==> config.mk <==
export PLATFORM = sky130hd
export DESIGN_NAME = rbst_tracker
export DESIGN_NICKNAME = d
export VERILOG_FILES = /design/src/design/rbst_pkg.sv /design/src/design/rbst_tracker.sv
export VERILOG_INCLUDE_DIRS = /design/src /design/src/design
export SDC_FILE = /design/constraint.sdc
export NUM_CORES = 1
export LEC_CHECK = 0
export BUFFER_PORTS_ARGS = -buffer_cell sky130_fd_sc_hd__buf_2
export CORE_MARGIN = 2
export CORE_UTILIZATION = 37
export CTS_CLUSTER_DIAMETER = 60
export DETAILED_ROUTE_END_ITERATION = 12
export PLACE_DENSITY_LB_ADDON = 0.3
export REMOVE_ABC_BUFFERS = 1
export SLEW_MARGIN = 5
export SYNTH_ARGS = -nofsm -noshare
export SYNTH_HDL_FRONTEND = slang
export SYNTH_SLANG_ARGS = --single-unit
export TNS_END_PERCENT = 1
==> constraint.sdc <==
create_clock -name CLK_SYS_I -period 4.61 [get_ports CLK_SYS_I]
set_input_delay 0.2305 -clock CLK_SYS_I [delete_from_list [all_inputs] [get_ports CLK_SYS_I]]
set_output_delay 0.2305 -clock CLK_SYS_I [all_outputs]
set_load 0.05 [all_outputs]
==> src/design/rbst_params.svh <==
`ifndef RBST_PARAMS_SVH
`define RBST_PARAMS_SVH

// status codes presented while receive self-test is enabled
`define RBST_CODE_DATA_OK   3'h0
`define RBST_CODE_CMD_OK    3'h1
`define RBST_CODE_LAST_GOOD 3'h2
`define RBST_CODE_RESERVED  3'h3
`define RBST_CODE_LAST_BAD  3'h4
`define RBST_CODE_START     3'h5
`define RBST_CODE_ERROR     3'h6
`define RBST_CODE_WAIT      3'h7

// pattern generator
`define RBST_LFSR_W         9
`define RBST_LFSR_SEED      9'h1ff
`define RBST_LFSR_TAP_HI    8
`define RBST_LFSR_TAP_LO    4
`define RBST_SEQ_LEN        511

// first character of a sequence: data character D0.0
`define RBST_SEQ_FIRST_CHAR 8'h00

// tracking limits
`define RBST_CNT_W          10
`define RBST_DIFF_W         8
`define RBST_ERR_LIMIT      8'sh10
`define RBST_RECENTER_CHARS 4'h9
`define RBST_RECENTER_W     4

`endif

==> src/design/rbst_pkg.sv <==
`include "rbst_params.svh"

package rbst_pkg;

   typedef enum logic [1:0] {
      RBST_ST_START   = 2'b00,
      RBST_ST_WAIT    = 2'b01,
      RBST_ST_COMPARE = 2'b10
   } rbst_state_t;

   // one decoded character as presented by the decoder
   typedef struct packed {
      logic       valid;
      logic       is_cmd;
      logic       viol;
      logic [7:0] data;
   } rbst_char_t;

   typedef struct packed {
      rbst_state_t                       state;
      logic [`RBST_LFSR_W-1:0]           lfsr;
      logic [`RBST_CNT_W-1:0]            count;
      logic signed [`RBST_DIFF_W-1:0]    diff;
      logic [`RBST_RECENTER_W-1:0]       recenter;
      logic [2:0]                        code;
      logic                              code_valid;
   } rbst_regs_t;

endpackage : rbst_pkg

==> src/design/rbst_tracker.sv <==
`include "rbst_params.svh"

// Function
// - while self-test is enabled, status bus reports compare state per char
// - matching data character reports code 000
// - matching command character reports code 001
// - valid final character of a sequence reports code 010
// - invalid final character of a sequence reports code 100
// - enabled but compares not yet begun reports code 101
// - pll out of lock or buffer slip also reports code 101
// - mismatching character during compare reports code 110
// - searching for the sequence start character reports code 111
// - pattern generator steps only after sequence start is detected
// - pll loss of lock forces the start state from any state
// - errors exceeding matches by more than sixteen force the wait state
// - wait state looks for data character D0.0 to begin a sequence
// - buffer slip holds start state for nine character periods
module rbst_tracker #(
   parameter int unsigned SEQ_LEN = `RBST_SEQ_LEN
) (
   // clock and reset
   input  wire logic                 CLK_SYS_I,
   input  wire logic                 SRST_I,
   // control and link condition
   input  wire logic                 BIST_EN_I,
   input  wire logic                 PLL_LOCK_LOST_I,
   input  wire logic                 EBUF_SLIP_I,
   // decoded character stream
   input  wire rbst_pkg::rbst_char_t CHAR_I,
   // status
   output logic [2:0]                RX_STATUS_CODE_O,
   output logic                      RX_STATUS_VALID_O,
   output rbst_pkg::rbst_state_t     STATE_O
);

   localparam logic [`RBST_CNT_W-1:0] LAST_IDX =
      `RBST_CNT_W'(SEQ_LEN - 1);

   rbst_pkg::rbst_regs_t r;
   rbst_pkg::rbst_regs_t next_r;

   logic                          go;
   logic                          first_char;
   logic                          match;
   logic                          last;
   logic [`RBST_LFSR_W-1:0]       lfsr_step;
   logic signed [`RBST_DIFF_W-1:0] diff_upd;

   assign go = BIST_EN_I && !PLL_LOCK_LOST_I && !EBUF_SLIP_I && CHAR_I.valid;
   assign first_char = !CHAR_I.viol && !CHAR_I.is_cmd &&
                       (CHAR_I.data == `RBST_SEQ_FIRST_CHAR);
   // the top lfsr bit doubles as the expected command flag
   assign match = !CHAR_I.viol &&
                  ({CHAR_I.is_cmd, CHAR_I.data} == r.lfsr);
   assign last = (r.count == LAST_IDX);
   assign lfsr_step = {r.lfsr[`RBST_LFSR_W-2:0],
                       r.lfsr[`RBST_LFSR_TAP_HI] ^ r.lfsr[`RBST_LFSR_TAP_LO]};

   // saturate low so a long clean run cannot wrap the tracker
   always_comb begin
      diff_upd = r.diff;
      if (!match) begin
         diff_upd = r.diff + `RBST_DIFF_W'sd1;
      end else if (r.diff != {1'b1, {(`RBST_DIFF_W-1){1'b0}}}) begin
         diff_upd = r.diff - `RBST_DIFF_W'sd1;
      end
   end

   always_comb begin
      next_r = r;
      next_r.code_valid = 1'b0;
      if (!BIST_EN_I) begin
         next_r.state    = rbst_pkg::RBST_ST_START;
         next_r.diff     = '0;
         next_r.recenter = '0;
         next_r.code     = `RBST_CODE_START;
      end else if (PLL_LOCK_LOST_I) begin
         next_r.state      = rbst_pkg::RBST_ST_START;
         next_r.diff       = '0;
         next_r.recenter   = '0;
         next_r.code       = `RBST_CODE_START;
         next_r.code_valid = CHAR_I.valid;
      end else if (EBUF_SLIP_I) begin
         next_r.state      = rbst_pkg::RBST_ST_START;
         next_r.diff       = '0;
         next_r.recenter   = `RBST_RECENTER_CHARS;
         next_r.code       = `RBST_CODE_START;
         next_r.code_valid = CHAR_I.valid;
      end else if (CHAR_I.valid) begin
         next_r.code_valid = 1'b1;
         case (r.state)
            rbst_pkg::RBST_ST_START: begin
               next_r.code = `RBST_CODE_START;
               // hold while the buffer recentres
               if (r.recenter > `RBST_RECENTER_W'd1) begin
                  next_r.recenter = r.recenter - `RBST_RECENTER_W'd1;
               end else begin
                  next_r.recenter = '0;
                  next_r.state    = rbst_pkg::RBST_ST_WAIT;
                  next_r.diff     = '0;
               end
            end
            rbst_pkg::RBST_ST_WAIT: begin
               if (first_char) begin
                  next_r.state = rbst_pkg::RBST_ST_COMPARE;
                  next_r.lfsr  = `RBST_LFSR_SEED;
                  next_r.count = `RBST_CNT_W'd1;
                  next_r.code  = `RBST_CODE_DATA_OK;
               end else begin
                  next_r.code = `RBST_CODE_WAIT;
               end
            end
            rbst_pkg::RBST_ST_COMPARE: begin
               next_r.lfsr  = lfsr_step;
               next_r.count = r.count + `RBST_CNT_W'd1;
               if (last) begin
                  next_r.code  = match ? `RBST_CODE_LAST_GOOD
                                       : `RBST_CODE_LAST_BAD;
                  next_r.state = rbst_pkg::RBST_ST_WAIT;
                  next_r.diff  = '0;
               end else begin
                  if (!match) begin
                     next_r.code = `RBST_CODE_ERROR;
                  end else if (CHAR_I.is_cmd) begin
                     next_r.code = `RBST_CODE_CMD_OK;
                  end else begin
                     next_r.code = `RBST_CODE_DATA_OK;
                  end
                  next_r.diff = diff_upd;
                  if (diff_upd > `RBST_ERR_LIMIT) begin
                     next_r.state = rbst_pkg::RBST_ST_WAIT;
                     next_r.diff  = '0;
                  end
               end
            end
            default: begin
               next_r.state = rbst_pkg::RBST_ST_START;
               next_r.code  = `RBST_CODE_START;
            end
         endcase
      end
   end

   always_ff @(posedge CLK_SYS_I) begin
      if (SRST_I) begin
         r <= '{state:      rbst_pkg::RBST_ST_START,
                lfsr:       `RBST_LFSR_SEED,
                count:      '0,
                diff:       '0,
                recenter:   '0,
                code:       `RBST_CODE_START,
                code_valid: 1'b0};
      end else begin
         r <= next_r;
      end
   end

   assign RX_STATUS_CODE_O  = r.code;
   assign RX_STATUS_VALID_O = r.code_valid;
   assign STATE_O           = r.state;
endmodule : rbst_tracker

==> impl_metrics.tcl, run 1 <==
set metrics [dict create \
    synth_seq_area_share_pct 30.6 \
    synth_area_leaders "dfxtp_1, ha_1, nand2_1" \
    track_usage_pct 15.6 \
    cts_setup_buffers 0 \
    p_leak_nw 0.962 \
    start_kind "flop" \
    h-tree-depth 2 \
    finalCritPeriodShare_pct 68.4 \
    cts_resized 0 \
    yosysMostFrequentCell "dfxtp_1" \
    ant_nets 0 \
    antenna_found_initial 0 \
    stdcell_count 389 \
    antenna_cells 0 \
    die_y_um 84.9 \
    gr-usage-met2_pct 26.6 \
    area_growth_syn_to_layout_pct 9.16 \
    postCtsHoldBufs 0 \
    gp_congestion 0.814 \
    drt-initial-drc-count 71 \
    nNetsFinal 340 \
    powerDensity_nw_per_um2 238 \
    dp_hpwl_um 4010 \
    synth_edf_count 0 \
    synth_warnings 0 \
    via_per_inst 5.40 \
    arrival_ns 3.38 \
    ys_seq_elements 37 \
    grt-ovfl-total 0 \
    gr-usage-met3_pct 3.70 \
    die-area_um2 7200 \
    finalSetupViolCount 0 \
    cts_tree "built" \
    finalCriticalPeriod_ns 3.15 \
    wl_per_cell_um 13.5 \
    placedCellCount 382 \
    worst_slack_ns 1.46 \
    fin_tns_setup_ns 0 \
    vias 2099 \
    numPortBuffers 21 \
    top_usage_layer "met2" \
    cp_max_fo 11 \
    cts_buffer_depth 2 \
    ir_drop_v 0.000190 \
    grt_max_degree 21 \
    wirelength_um 5250 \
    cts_sinks 37 \
    ys_top_cells_by_count "dfxtp_1, nand2_1, nor2_1, a21oi_1, xnor2_1" \
    clk_pin_slew_ns 0.07 \
    hold_class "in -> reg" \
    grt_setup_unrepaired "false" \
    hold_ws_ns 0.190 \
    fin_skew_ns 0.00676 \
    required_ns 4.83 \
    maxCapViolations 0 \
    start_util_pct 38.1 \
    ys.flop_type "dfxtp_1" \
    final_area_um2 2640 \
    ys_async_sr_fraction_pct 0 \
    placed_area_um2 2540 \
    dp_slack_ns 1.47 \
    final_core_util_pct 41.6 \
    ys_types 50 \
    totalPowerFinal_uw 629 \
    hold_viol_final 0 \
    crit_path_end_kind "flop" \
    numCtsBuffers 5 \
    syn_inst 301 \
    use_met1_pct 19.3 \
    status "finished, final reports clean" \
    die_w_um 84.9 \
    root_buffer "clkbuf_8" \
    synth_area_leader_cell "dfxtp_1" \
    syn_avg_cell_area_um2 8.04 \
    ios 22 \
    drc 0 \
    synth_area_um2 2420 \
    relSlewSlack_pct 31.0 \
    clock_latency_ns 0.29 \
    max_slew.worst_pin.slew_ns 1.03 \
    max_clock_freq_mhz 317 \
    synth_top_area_share_pct 30.6 \
    first_pass_iters 4 \
    grt_pass1_vias 1978 \
    num_rows 29 \
    grt_pass1_wl_um 9110 \
    critPathKind "reg -> reg" \
    core_um2 6350 \
    drive_above_1_share_pct 14.4 \
    final_max_slew_viol_count 0 \
]
final timing paths:
path,startpoint,endpoint,slack (ns),depth (start not counted)
max,r[8],STATE_O[0],1.46,10
min,SRST_I,r[16],0.19,2
max reg2reg,r[8],STATE_O[0],1.46,10
min reg2reg,RX_STATUS_CODE_O[1],RX_STATUS_CODE_O[1],0.48,2
cells in the final DEF (no fill, tap or decap), types with 6 or more instances in the layout:
master	n
xor2_1	7
dfxtp_1	37
a31oi_1	6
xnor2_1	14
inv_1	11
nand4_1	8
mux2i_1	9
nand3_1	12
a21oi_1	15
ha_1	12
o21ai_0	13
nor2_1	33
nand2_1	36
a211oi_1	6
buf_2	21
sequential cells by signal, summed over array words and instances (netlist names):
signal and flops:
RX_STATUS_VALID_O 1, lfsr_step 8, RX_STATUS_CODE_O 3, STATE_O 2
r 23
worst max-delay path, stage by stage, from the launching register on:
cell and delay, ns:
dfxtp_1 0.50, inv_1 0.17, ha_1 0.22, and4bb_2 0.25, nor4b_4 0.16, nor4_1 0.58, a211oi_1 0.20, a221oi_2 0.23
a221oi_2 0.14, or4_1 0.48, a21oi_1 0.15
logic make-up (layout without fill, tap and decap cells):
logic type,after synthesis,after routing,synth area share [%]
compound gates,59,59,16.2
xor+xnor,21,21,7.60
fa+ha+maj,12,12,6.21
buf+inv,29,40,5.69
flops,37,37,30.6
mux,11,11,4.66
simple gates,132,132,29.0
power breakdown:
part,internal (mW),leakage (nW),switching [mW]
clock network,0.157,0.0540,0.112
logic,0.0151,0.609,0.0236
registers,0.321,0.299,0.00118
routing by layer:
layer / wire (µm) / vias up
met3: 154 / 6
met4: 68 / 0
met2: 2510 / 26
met1: 2510 / 977
li1: - / 1090
met5: 0 / -
layout make-up:
class	count	area, µm²
Fill cell	653	3710
Multi-Input combinational cell	235	1550
Sequential cell	37	741
Timing Repair Buffer	22	113
Tap cell	77	96.3
Clock buffer	5	68.8
Inverter	11	41.3
Clock inverter	2	35.0
No activity file was read; power rests on OpenSTA's default activity.
==> run 2, diff against run 1 <==
Clock period 4.61 ns to 3.12 ns, I/O delays scaled along.
==> run 2 against run 1 <==
  * First-iteration DRC count grew 120%
  * Clock skew grew 0.00073 ns
  * Clock power grew 54%
  * Cell area grew 2.5%
  * Utilization grew 1.0 points
  * Flip-flop and latch count is the same
  * Worst hold slack lost 0.089 ns
  * Final cell count grew 2.1%
  * Power grew 50%
  * Critical path depth is the same
  * Highest routed layer unchanged
==> impl_metrics.tcl, run 2 (synthesized netlist as in run 1, its figures left out) <==
set metrics [dict create \
    regMostFlops "r" \
    finalCritPeriodShare_pct 92.9 \
    drive_above_1_share_pct 16.6 \
    cts_buffer_depth 2 \
    drt-initial-drc-count 159 \
    root_buffer "clkbuf_8" \
    cp_max_fo 7 \
    finalCriticalPeriod_ns 2.90 \
    wl_per_cell_um 14.0 \
    hold_class "in -> reg" \
    die_w_um 84.9 \
    clock_latency_ns 0.29 \
    min_path_cells 2 \
    grt_setup_unrepaired "false" \
    grt_max_degree 14 \
    met2WireLength_um 2730 \
    rr_worst_depth 10 \
    antenna_found_initial 0 \
    num_rows 29 \
    numCtsBuffers 5 \
    crit_slowest_cell "nor4b_4" \
    wirelength_um 5580 \
    start_kind "flop" \
    start_util_pct 38.1 \
    relSlewSlack_pct 58.1 \
    dp_hpwl_um 4220 \
    die-area_um2 7200 \
    required_ns 3.32 \
    largest_reg_flops 23 \
    ant_nets 0 \
    max_clock_freq_mhz 345 \
    p_leak_nw 1.00 \
    worst-path-stages 10 \
    top_layer "met4" \
    fin_skew_ns 0.00749 \
    stdcell_count 397 \
    cts_sinks 37 \
    max_slew.worst_pin.slew_ns 0.620 \
    crit_buf_inv 1 \
    nNetsFinal 347 \
    wl_met3_um 325 \
    first_pass_iters 4 \
    cpPeakStageDelay_ns 0.41 \
    layout_commonest_cell "dfxtp_1" \
    core_um2 6350 \
    track_usage_pct 16.1 \
    crit_path_end_kind "flop" \
    h-tree-depth 2 \
    arrival_ns 3.09 \
    gp_congestion 0.882 \
    die_y_um 84.9 \
    grt_pass1_wl_um 9420 \
    postCtsHoldBufs 0 \
    ios 22 \
    grt-ovfl-total 0 \
    worst_path_most_repeated_cell "a221oi_1" \
    cts_tree "built" \
    hold_viol_final 0 \
    placedCellCount 388 \
    clk_pin_slew_ns 0.08 \
    maxCapViolations 0 \
    numPortBuffers 21 \
    vias 2178 \
    drc 0 \
    ir_drop_v 0.000237 \
    status "finished, final reports clean" \
    critPathKind "reg -> reg" \
    via_per_inst 5.49 \
    antenna_cells 0 \
    area_growth_syn_to_layout_pct 11.9 \
    final_cell_mix "dfxtp_1, nand2_1, nor2_1" \
    wl_met1_um 2430 \
    final_max_slew_viol_count 0 \
    totalPowerFinal_uw 946 \
    worstPathCellList "inv_1 > ha_1 > and4bb_2 > nor4b_4 > nor4_2 > a221oi_1 > o22ai_1 > a221oi_2 > nand3_1 > a221oi_1" \
    grt_pass1_vias 2015 \
    cp_top_family "compound AO/OA/AOI/OAI gates" \
    finalSetupViolCount 0 \
    powerDensity_nw_per_um2 350 \
]
==> run 2: cell types whose count changed in the layout (fill, tap and decap cells not counted), sizes merged <==
cell	delta
buf	+7
clkbuf	+1
==> run 2: per-stage QoR <==
stage	instance area (µm²)	hold WS, ns	worst slack, ns	setup TNS, ns	util [%]
5_1_grt	2710	0.106	0.0178	0	42.6
3_3_place_gp	2580	0.409	0.241	0	40.7
3_5_place_dp	2580	0.415	0.179	0	40.7
2_1_floorplan	2320	0.228	-0.402	-2.82	-
6_report	2710	0.101	0.223	0	42.6
4_1_cts	2690	0.0969	0.143	0	42.4
==> run 2: what timing repair did <==
item,in CTS,in global routing
endpoints found under the setup margin,0,5
gates resized for setup,0,1
setup buffers,0,1
==> run 2: path summary, 6_finish.rpt <==
check,from,end,slack (ns)
max reg2reg,r[8],r[13],0.22
min reg2reg,RX_STATUS_CODE_O[1],RX_STATUS_CODE_O[1],0.47
min,SRST_I,r[16],0.10
max,r[8],r[13],0.22
==> run 2: power by group <==
part / internal [mW] / switching (mW) / total (mW)
Sequential: 0.474 / 0.00165 / 0.475
Clock: 0.240 / 0.173 / 0.413
Combinational: 0.0224 / 0.0360 / 0.0585
==> run 2: cell type report <==
class / instances / area (µm²)
Sequential cell: 37 / 741
Fill cell: 649 / 3640
Clock buffer: 6 / 72.6
Tap cell: 77 / 96.3
Inverter: 11 / 41.3
Timing Repair Buffer: 29 / 165
Multi-Input combinational cell: 235 / 1550
Clock inverter: 2 / 38.8
==> run 2: metal layers <==
layer | up-vias | GRT usage [%]
met5 | - | 0
met4 | 0 | 6.06
met3 | 11 | 4.77
met2 | 55 | 27.0
met1 | 1003 | 19.4
li1 | 1109 | -
==> run 3, diff against run 2 <==
Settings changed: CORE_UTILIZATION 37 to 39.
==> run 3 against run 2 <==
  * Cell area about the same
  * Routed wire length shrank 1.1%
  * Die area is 4.9% lower
  * Register-to-register slack gained 0.08 ns
  * Power up 1.8%
  * Clock skew increased by 0.0028 ns
  * Sequential power is essentially flat
  * Largest power group unchanged
==> impl_metrics.tcl, run 3 (synthesized netlist as in run 1, its figures left out) <==
set metrics [dict create \
    placedCellCount 385 \
    rrSetupSlack_ns 0.31 \
    totalPowerFinal_uw 964 \
    hold_ws_ns 0.101 \
    powerDensity_nw_per_um2 356 \
    clk_pin_slew_ns 0.09 \
    stdcell_count 394 \
    first_pass_iters 4 \
    drive_above_1_share_pct 17.2 \
    cts_tree "built" \
    antenna_cells 0 \
    crit_start "r[8]" \
    r2r_start "r[8]" \
    finalCriticalPeriod_ns 2.81 \
    layout_commonest_cell "dfxtp_1" \
    p_leak_nw 1.00 \
    numPortBuffers 21 \
    core_um2 5960 \
    arrival_ns 3.02 \
    drt-initial-drc-count 112 \
    grt-ovfl-total 0 \
    dp_hpwl_um 4130 \
    grt_pass1_wl_um 8960 \
    drc 0 \
    worst_slack_ns 0.307 \
    die-area_um2 6850 \
    gp_congestion 0.878 \
    num_rows 28 \
    placed_area_um2 2570 \
    nNetsFinal 346 \
    finalCritPeriodShare_pct 90.2 \
    final_max_slew_viol_count 0 \
    die_y_um 82.8 \
    ant_nets 0 \
    track_usage_pct 17.1 \
    dp_slack_ns 0.248 \
    start_kind "flop" \
    crit_path_end_kind "flop" \
    ir_drop_v 0.000298 \
    largest_reg_flops 23 \
    ios 22 \
    wirelength_um 5520 \
    crit_end "r[13]" \
    relSlewSlack_pct 55.1 \
    holdCritStartpoint "SRST_I" \
    via_per_inst 5.44 \
    max_clock_freq_mhz 355 \
    finalSetupViolCount 0 \
    grt_pass1_vias 1956 \
    final_area_um2 2710 \
    max_slew.worst_pin.slew_ns 0.665 \
    final_core_util_pct 45.5 \
    numCtsBuffers 5 \
    clock_latency_ns 0.30 \
    h-tree-depth 2 \
    vias 2144 \
    hold_class "in -> reg" \
    grt_max_degree 14 \
    cts_buffer_depth 2 \
    final_cell_mix "dfxtp_1, nand2_1, nor2_1" \
    fin_tns_setup_ns 0 \
    wl_per_cell_um 14.0 \
    cts_sinks 37 \
    maxCapViolations 0 \
    root_buffer "clkbuf_8" \
    required_ns 3.33 \
    fin_skew_ns 0.0103 \
    antenna_found_initial 0 \
    n_fill_cell 604 \
    critPathKind "reg -> reg" \
    area_growth_syn_to_layout_pct 12.0 \
    status "finished, final reports clean" \
    regMostFlops "r" \
    hold_viol_final 0 \
    start_util_pct 40.6 \
    die_w_um 82.8 \
    rr_worst_depth 10 \
    cp_max_fo 7 \
    grt_setup_unrepaired "false" \
    reg2reg_to "r[13]" \
]
[run 3: cell count changes in the layout (fill, tap and decap cells not counted), sizes merged]
cell,change
buf,-1
clkbuf,-1
inv,+1
[run 3: area by class of cell]
| type | instances | area, µm² | share of cell area, % |
|---|---|---|---|
| Multi-Input combinational cell | 235 | 1560 | 57.7 |
| Sequential cell | 37 | 741 | 27.3 |
| Timing Repair Buffer | 28 | 158 | 5.82 |
| Tap cell | 75 | 93.8 | 3.46 |
| Clock buffer | 5 | 68.8 | 2.54 |
| Clock inverter | 3 | 43.8 | 1.62 |
| Inverter | 11 | 41.3 | 1.52 |
[run 3: routing by layer]
metal,share of wire [%],global-route usage [%],up-vias
met5,0,0,-
met4,1.1,5.90,0
met3,4.1,4.46,7
met2,46,27.9,35
met1,49,21.7,994
li1,-,-,1108
[run 3: repair_timing]
item / CTS / global route
hold buffers: 0 / 0
setup buffers: 0 / 1
endpoints found under the setup margin: 0 / 6
resized for setup: 0 / 3
[run 3: worst min path at each step]
| stage | endpoint | cells past startpoint |
|---|---|---|
| 6_report | RX_STATUS_VALID_O | 2 |
| 5_1_grt | r[16] | 2 |
| 4_1_cts | r[16] | 2 |
| 3_5_place_dp | r[16] | 2 |
| 3_3_place_gp | r[16] | 2 |
| 2_1_floorplan | RX_STATUS_VALID_O | 1 |
[run 3: critical path: stages (launching register included)]
cell and delay, ns:
dfxtp_1 0.31, inv_1 0.14, ha_1 0.16, and4bb_2 0.27
nor4b_4 0.41, nor4_2 0.15, a211oi_1 0.37, a221oi_2 0.07
a221oi_2 0.41, nand3_2 0.17, a221oi_1 0.26
[run 3: report_power, final]
part | leakage (nW) | switching [mW] | internal [mW]
combinational | 0.643 | 0.0356 | 0.0225
clock | 0.0585 | 0.191 | 0.240
sequential | 0.299 | 0.00169 | 0.473
total | 1.00 | 0.228 | 0.736
